===== src/common/atb_consts.vh =====
// Constants for the acquisition time base sequencer.
`ifndef ATB_CONSTS_VH
`define ATB_CONSTS_VH
`define ATB_CNT_W      16
`define ATB_DIV_W      16
`define ATB_MEAS_W     16
`define ATB_ZERO16     16'h0000
`define ATB_ONE16      16'h0001
`define ATB_MEAS_MAX   16'hFFFF
`define ATB_ST_IDLE    3'h0
`define ATB_ST_PRE     3'h1
`define ATB_ST_ARMED   3'h2
`define ATB_ST_POST    3'h3
`define ATB_ST_DONE    3'h4
`define ATB_REF_MHZ    8'h64
`define ATB_CONV_MULT  4'hA
`endif


===== src/rtl/atb_sequencer.v =====
// Acquisition sequencer: sample clocks, record framing, trigger interval measurement.
`timescale 1ns/10ps
`include "atb_consts.vh"
module atb_sequencer (
    input  wire                   ref_clk,
    input  wire                   rst_n,
    input  wire                   rearm,
    input  wire [`ATB_DIV_W-1:0]  div_ratio,
    input  wire [`ATB_CNT_W-1:0]  pre_count,
    input  wire [`ATB_CNT_W-1:0]  post_count,
    input  wire                   trig_in,
    input  wire                   stretch_done_in,
    output reg                    sample_clk_reg,
    output reg                    trig_arm_reg,
    output reg                    acq_done_reg,
    output reg                    stretch_pulse_reg,
    output reg  [`ATB_MEAS_W-1:0] interval_reg,
    output reg                    interval_valid_reg
);
    reg [2:0]             state_reg;
    reg [2:0]             state_next;
    reg [`ATB_CNT_W-1:0]  pre_cnt_reg;
    reg [`ATB_CNT_W-1:0]  post_cnt_reg;
    reg [`ATB_MEAS_W-1:0] meas_reg;
    reg                   meas_run_reg;
    reg                   trig_s1_reg;
    reg                   trig_s2_reg;
    reg                   trig_s3_reg;
    reg                   sd_s1_reg;
    reg                   sd_s2_reg;
    reg                   sd_s3_reg;
    wire                  tick;
    wire                  run;
    wire                  trig_rise;
    wire                  sd_rise;
    wire                  pre_reached;
    wire                  post_empty;
    wire                  trig_taken;
    wire                  pulse_end;
    wire                  meas_full;
    wire                  meas_stop;
    wire                  pre_step;
    wire                  post_step;

    // Trigger and stretcher status arrive asynchronously and are synchronised first.
    always @(posedge ref_clk) begin
        if (!rst_n) begin
            trig_s1_reg <= 1'b0;
            trig_s2_reg <= 1'b0;
            trig_s3_reg <= 1'b0;
            sd_s1_reg   <= 1'b0;
            sd_s2_reg   <= 1'b0;
            sd_s3_reg   <= 1'b0;
        end else begin
            trig_s1_reg <= trig_in;
            trig_s2_reg <= trig_s1_reg;
            trig_s3_reg <= trig_s2_reg;
            sd_s1_reg   <= stretch_done_in;
            sd_s2_reg   <= sd_s1_reg;
            sd_s3_reg   <= sd_s2_reg;
        end
    end

    assign trig_rise = trig_s2_reg & ~trig_s3_reg;
    assign sd_rise   = sd_s2_reg & ~sd_s3_reg;
    assign run       = (state_reg == `ATB_ST_PRE) || (state_reg == `ATB_ST_ARMED) ||
                       (state_reg == `ATB_ST_POST);
    assign pre_reached = (pre_cnt_reg >= pre_count);
    assign post_empty  = (post_cnt_reg == `ATB_ZERO16);
    assign trig_taken  = (state_reg == `ATB_ST_ARMED) && trig_rise;
    assign pulse_end   = stretch_pulse_reg && tick;
    assign meas_full   = (meas_reg == `ATB_MEAS_MAX);
    assign meas_stop   = meas_run_reg && sd_rise;
    assign pre_step    = (state_reg == `ATB_ST_PRE) && tick && !pre_reached;
    assign post_step   = (state_reg == `ATB_ST_POST) && tick && !post_empty;

    atb_rate_div u_div (
        .ref_clk   (ref_clk),
        .rst_n     (rst_n),
        .run       (run),
        .div_ratio (div_ratio),
        .tick_reg  (tick)
    );

    always @* begin
        state_next = state_reg;
        case (state_reg)
            `ATB_ST_IDLE: begin
                if (rearm) begin
                    state_next = `ATB_ST_PRE;
                end
            end
            `ATB_ST_PRE: begin
                if (pre_cnt_reg >= pre_count) begin
                    state_next = `ATB_ST_ARMED;
                end
            end
            `ATB_ST_ARMED: begin
                if (trig_rise) begin
                    state_next = `ATB_ST_POST;
                end
            end
            `ATB_ST_POST: begin
                if (post_cnt_reg == `ATB_ZERO16) begin
                    state_next = `ATB_ST_DONE;
                end
            end
            `ATB_ST_DONE: begin
                if (rearm) begin
                    state_next = `ATB_ST_PRE;
                end
            end
            default: begin
                state_next = `ATB_ST_IDLE;
            end
        endcase
    end

    always @(posedge ref_clk) begin
        if (!rst_n) begin
            state_reg <= `ATB_ST_IDLE;
        end else begin
            state_reg <= state_next;
        end
    end

    // The converter multiplies this tick by ten for the top rate.
    always @(posedge ref_clk) begin
        if (!rst_n) begin
            sample_clk_reg <= 1'b0;
        end else begin
            sample_clk_reg <= tick & run;
        end
    end

    always @(posedge ref_clk) begin
        if (!rst_n) begin
            trig_arm_reg <= 1'b0;
        end else begin
            trig_arm_reg <= (state_next == `ATB_ST_ARMED);
        end
    end

    always @(posedge ref_clk) begin
        if (!rst_n) begin
            pre_cnt_reg  <= `ATB_ZERO16;
            post_cnt_reg <= `ATB_ZERO16;
        end else if (rearm) begin
            pre_cnt_reg  <= `ATB_ZERO16;
            post_cnt_reg <= post_count;
        end else begin
            if (pre_step) begin
                pre_cnt_reg <= pre_cnt_reg + `ATB_ONE16;
            end
            if (post_step) begin
                post_cnt_reg <= post_cnt_reg - `ATB_ONE16;
            end
        end
    end

    always @(posedge ref_clk) begin
        if (!rst_n) begin
            acq_done_reg <= 1'b0;
        end else if (rearm) begin
            acq_done_reg <= 1'b0;
        end else if (state_next == `ATB_ST_DONE) begin
            acq_done_reg <= 1'b1;
        end
    end

    // Pulse spans from the trigger to the next sample tick.
    always @(posedge ref_clk) begin
        if (!rst_n) begin
            stretch_pulse_reg <= 1'b0;
        end else if (rearm) begin
            stretch_pulse_reg <= 1'b0;
        end else if (trig_taken) begin
            stretch_pulse_reg <= 1'b1;
        end else if (pulse_end) begin
            stretch_pulse_reg <= 1'b0;
        end
    end

    always @(posedge ref_clk) begin
        if (!rst_n) begin
            meas_reg     <= `ATB_ZERO16;
            meas_run_reg <= 1'b0;
        end else if (rearm) begin
            meas_reg     <= `ATB_ZERO16;
            meas_run_reg <= 1'b0;
        end else if (!trig_taken && pulse_end) begin
            meas_reg     <= `ATB_ZERO16;
            meas_run_reg <= 1'b1;
        end else if (meas_run_reg) begin
            if (sd_rise) begin
                meas_run_reg <= 1'b0;
            end else if (!meas_full) begin
                // Saturates rather than wraps if the stretcher never answers.
                meas_reg <= meas_reg + `ATB_ONE16;
            end
        end
    end

    always @(posedge ref_clk) begin
        if (!rst_n) begin
            interval_reg       <= `ATB_ZERO16;
            interval_valid_reg <= 1'b0;
        end else if (rearm) begin
            interval_valid_reg <= 1'b0;
        end else if (meas_stop) begin
            interval_reg       <= meas_reg;
            interval_valid_reg <= 1'b1;
        end
    end
endmodule


===== src/rtl/atb_rate_div.v =====
// Programmable sample clock divider producing one-cycle sample ticks.
`timescale 1ns/10ps
`include "atb_consts.vh"
module atb_rate_div (
    input  wire                  ref_clk,
    input  wire                  rst_n,
    input  wire                  run,
    input  wire [`ATB_DIV_W-1:0] div_ratio,
    output reg                   tick_reg
);
    reg [`ATB_DIV_W-1:0] cnt_reg;

    // A ratio of zero or one gives a tick every cycle, the base rate.
    always @(posedge ref_clk) begin
        if (!rst_n || !run) begin
            cnt_reg  <= `ATB_ZERO16;
            tick_reg <= 1'b0;
        end else if (cnt_reg + `ATB_ONE16 >= div_ratio) begin
            cnt_reg  <= `ATB_ZERO16;
            tick_reg <= 1'b1;
        end else begin
            cnt_reg  <= cnt_reg + `ATB_ONE16;
            tick_reg <= 1'b0;
        end
    end
endmodule


===== config.mk =====
export PLATFORM = sky130hd
export DESIGN_NAME = atb_sequencer
export DESIGN_NICKNAME = d
export VERILOG_FILES = /design/src/rtl/atb_sequencer.v /design/src/rtl/atb_rate_div.v
export VERILOG_INCLUDE_DIRS = /design/src /design/src/common
export SDC_FILE = /design/constraint.sdc
export NUM_CORES = 1
export LEC_CHECK = 0
export BUFFER_PORTS_ARGS = -buffer_cell sky130_fd_sc_hd__buf_2
export CORE_MARGIN = 1.5
export CORE_UTILIZATION = 45
export DETAILED_ROUTE_END_ITERATION = 8
export PLACE_DENSITY = 0.71
export SKIP_LAST_GASP = 1
export SYNTH_ARGS = -nofsm -noshare
export SYNTH_HDL_FRONTEND = slang
export SYNTH_SLANG_ARGS = --single-unit

===== constraint.sdc =====
create_clock -name ref_clk -period 3.7 [get_ports ref_clk]
set_input_delay 0 -clock ref_clk [delete_from_list [all_inputs] [get_ports ref_clk]]
set_output_delay 0 -clock ref_clk [all_outputs]
set_load 0.01 [all_outputs]

==> reports/summary.txt <==
Max Cap Viol: 0
CTS tree: yes
number of synthesized flops with an enable pin: 0
Setup TNS: 0 ps
die area: 0.0127 mm²
worst-skew pair later-pin latency: 340 ps
crit-path cells: nand4_1, nor3_1, nand3_1, xor2_1, inv_1, ha_1, a21o_1, a21o_1, a21oi_1, buf_4, nand2_1, a211oi_1
global placement routability congestion: 0.871
Final Power: 0.00223 W
Post-synth top flop: dfxtp_1
synthesized area: 0.00540 mm²
# fillers: 1085
Synth area leader: dfxtp_1
num ports: 74
HP Class: in -> reg
area of the multi-input gates: 0.00316 mm²
Yosys top cell area share: 35.6%
flops & latches, synth: 96
CTS Buffer Depth: 2
DIE HEIGHT: 113 µm
starting density of the core: 46.7%
CP delay by family, top: simple AND/OR/NAND/NOR gates
Max-slew headroom: 29.8%
Root Buffer: clkbuf_16
I/O Buffers: 73
initial antenna violation count: 0
count of cell types in the netlist: 64
RSZ-0062 raised after global routing: no
Critical path buffers and inverters: 2
pin count of the biggest net entering global routing: 33
Synth async-reset ratio: 0%
DR DRC count: 4
CP max-delay cell: nor3_1
HPWL Detailed: 8720 µm
first-pass GRT wire length: 21500 µm
Final setup viols: 0
final WL: 12300 µm
Yosys warning count: 0
Fmax: 338 MHz
CP endpoint kind: register
vias in the first global route: 4967
WL per Instance: 13.8 µm
top post-synthesis cells by area: dfxtp_1 (36%), ha_1 (8.3%), a21oi_1 (6.3%)
PD cells: 351 mW/mm²
Layout Area Growth over Synthesis: 17.6%
final hold vios: 0
most frequent CP cell: a21o_1
n_diodes: 0
Final Cycle Share: 80.0%
clock slew at reported path FFs: 70 ps
hold slack final: 124 ps
Layout Cells excl Fill: 886
Final Max Tran Viols: 0
top fanout value on the critical path: 15
WP data arrival: 3220 ps
Core Box Area: 0.0116 mm²
H-tree Lvls: 3
skew final: 7.78 ps
Seq/Total Area, Yosys: 35.6%
status: finished, violations left
CP Class: reg -> reg
Post-Syn Instances: 660
via count: 4948
register area: 0.00192 mm²
# clock sinks: 96
drt via density: 5.58
gr usage total: 20.4%
Die Span X: 113 µm
Startpoint Class: register
total gr overflow: 0
Detail Route Antenna Nets: 0
Peak VDD IR: 0.238 mV
layout cells sized above 1: 15.3%
Syn Area/Cell: 8.19 µm²
drt pass-1 iters: 7
failing checks: design-rule violations
Layout Nets: 827
Crit path largest cell delay: 480 ps
P_leak: 2.61 nW
number of buffers created by CTS: 9
Final min period: 2960 ps
Syn Nets: 749
num rows: 39
Worst Max-Slew Pin Slew: 1050 ps
Required @ worst endpoint: 3960 ps
Placed Cells: 851
1st-iter DRT viols: 245
-- metrics by stage --
| step | area, µm² | worst slack [ps] | util (%) |
|---|---|---|---|
| 6_report | 6350 | 741 | 54.9 |
| 5_1_grt | 6350 | 384 | 54.9 |
| 4_1_cts | 6350 | 744 | 54.9 |
| 3_5_place_dp | 5840 | 745 | 50.5 |
| 3_3_place_gp | 5840 | 922 | 50.5 |
| 2_1_floorplan | 5400 | 971 | - |
-- cell families after synthesis --
logic type      count (synthesis)  synth area share (%)
buf+inv                        78                  6.02
compound gates                141                  16.2
simple gates                  259                  25.5
fa+ha+maj                      36                  8.34
xor+xnor                       41                  6.65
flops                          96                  35.6
mux                             9                  1.76
-- worst min-delay path: stages --
cell and delay [ps]:
buf_2 240, o21ai_0 130, a21oi_1 40
-- path summary, 6_finish.rpt --
check / from / endpoint / slack [ps] / cells after the start
worst max-delay path: u_div.cnt_reg[0] / u_div.cnt_reg[12] / 740 / 12
worst min-delay path: rst_n / post_cnt_reg[3] / 120 / 3
worst max register to register: u_div.cnt_reg[0] / u_div.cnt_reg[12] / 740 / 12
worst min register to register: trig_s1_reg / trig_s2_reg / 440 / 1
-- Yosys cell counts, types with 4 or more instances --
master    instances
dfxtp_1          96
nand2_1          72
a21oi_1          68
inv_1            46
nor2_1           38
ha_1             36
xnor2_1          35
nand3_1          28
nand4_1          26
clkbuf_1         25
o21ai_0          21
nor3_1           15
nor4_1           14
a211oi_1         11
and2_1           10
or2_2             9
mux2i_1           8
nand2b_1          8
xor2_1            6
and3_1            5
o41ai_1           5
a21o_1            4
a31oi_1           4
and4_1            4
o311ai_0          4
o31ai_1           4
or4_1             4
-- routing by layer --
| layer | GRT usage [%] | routed length (µm) | vias to the layer above |
|---|---|---|---|
| li1 | - | - | 2522 |
| met2 | 37.2 | 6080 | 128 |
| met1 | 24.1 | 5450 | 2283 |
| met3 | 3.94 | 561 | 15 |
| met5 | 0 | 0 | - |
| met4 | 6.24 | 154 | 0 |
-- cell type report --
| type | instances | area share [%] |
|---|---|---|
| Clock inverter | 4 | 0.808 |
| Timing Repair Buffer | 98 | 9.46 |
| Tap cell | 143 | 2.82 |
| Inverter | 47 | 2.78 |
| Multi-Input combinational cell | 486 | 49.7 |
| Sequential cell | 96 | 30.3 |
| Clock buffer | 12 | 4.20 |
-- placed cells by master (no fill, tap or decap), types with 9 or more instances in the layout --
cell | Yosys | final
inv_1 | 46 | 46
nor3_1 | 15 | 15
nor4_1 | 14 | 14
or2_2 | 9 | 9
nand3_1 | 28 | 28
nand2_1 | 72 | 72
and2_1 | 10 | 10
a211oi_1 | 11 | 11
dlygate4sd3_1 | 1 | 19
buf_2 | 1 | 73
dfxtp_1 | 96 | 96
nor2_1 | 38 | 38
clkbuf_16 | 0 | 9
o21ai_0 | 21 | 21
a21oi_1 | 68 | 68
nand4_1 | 26 | 26
xnor2_1 | 35 | 35
ha_1 | 36 | 36
-- repair_timing --
action / in CTS / in global routing
resized for setup: 0 / 0
setup buffers: 0 / 0
endpoints found under the hold margin: 18 / 0
hold buffers: 19 / 0
-- power breakdown --
group          internal [W]  switching (W)
Combinational     0.0000864      0.0000935
Sequential          0.00105      0.0000188
Clock              0.000579       0.000398
Total               0.00172       0.000511
Power figures use the tool's default switching activity.
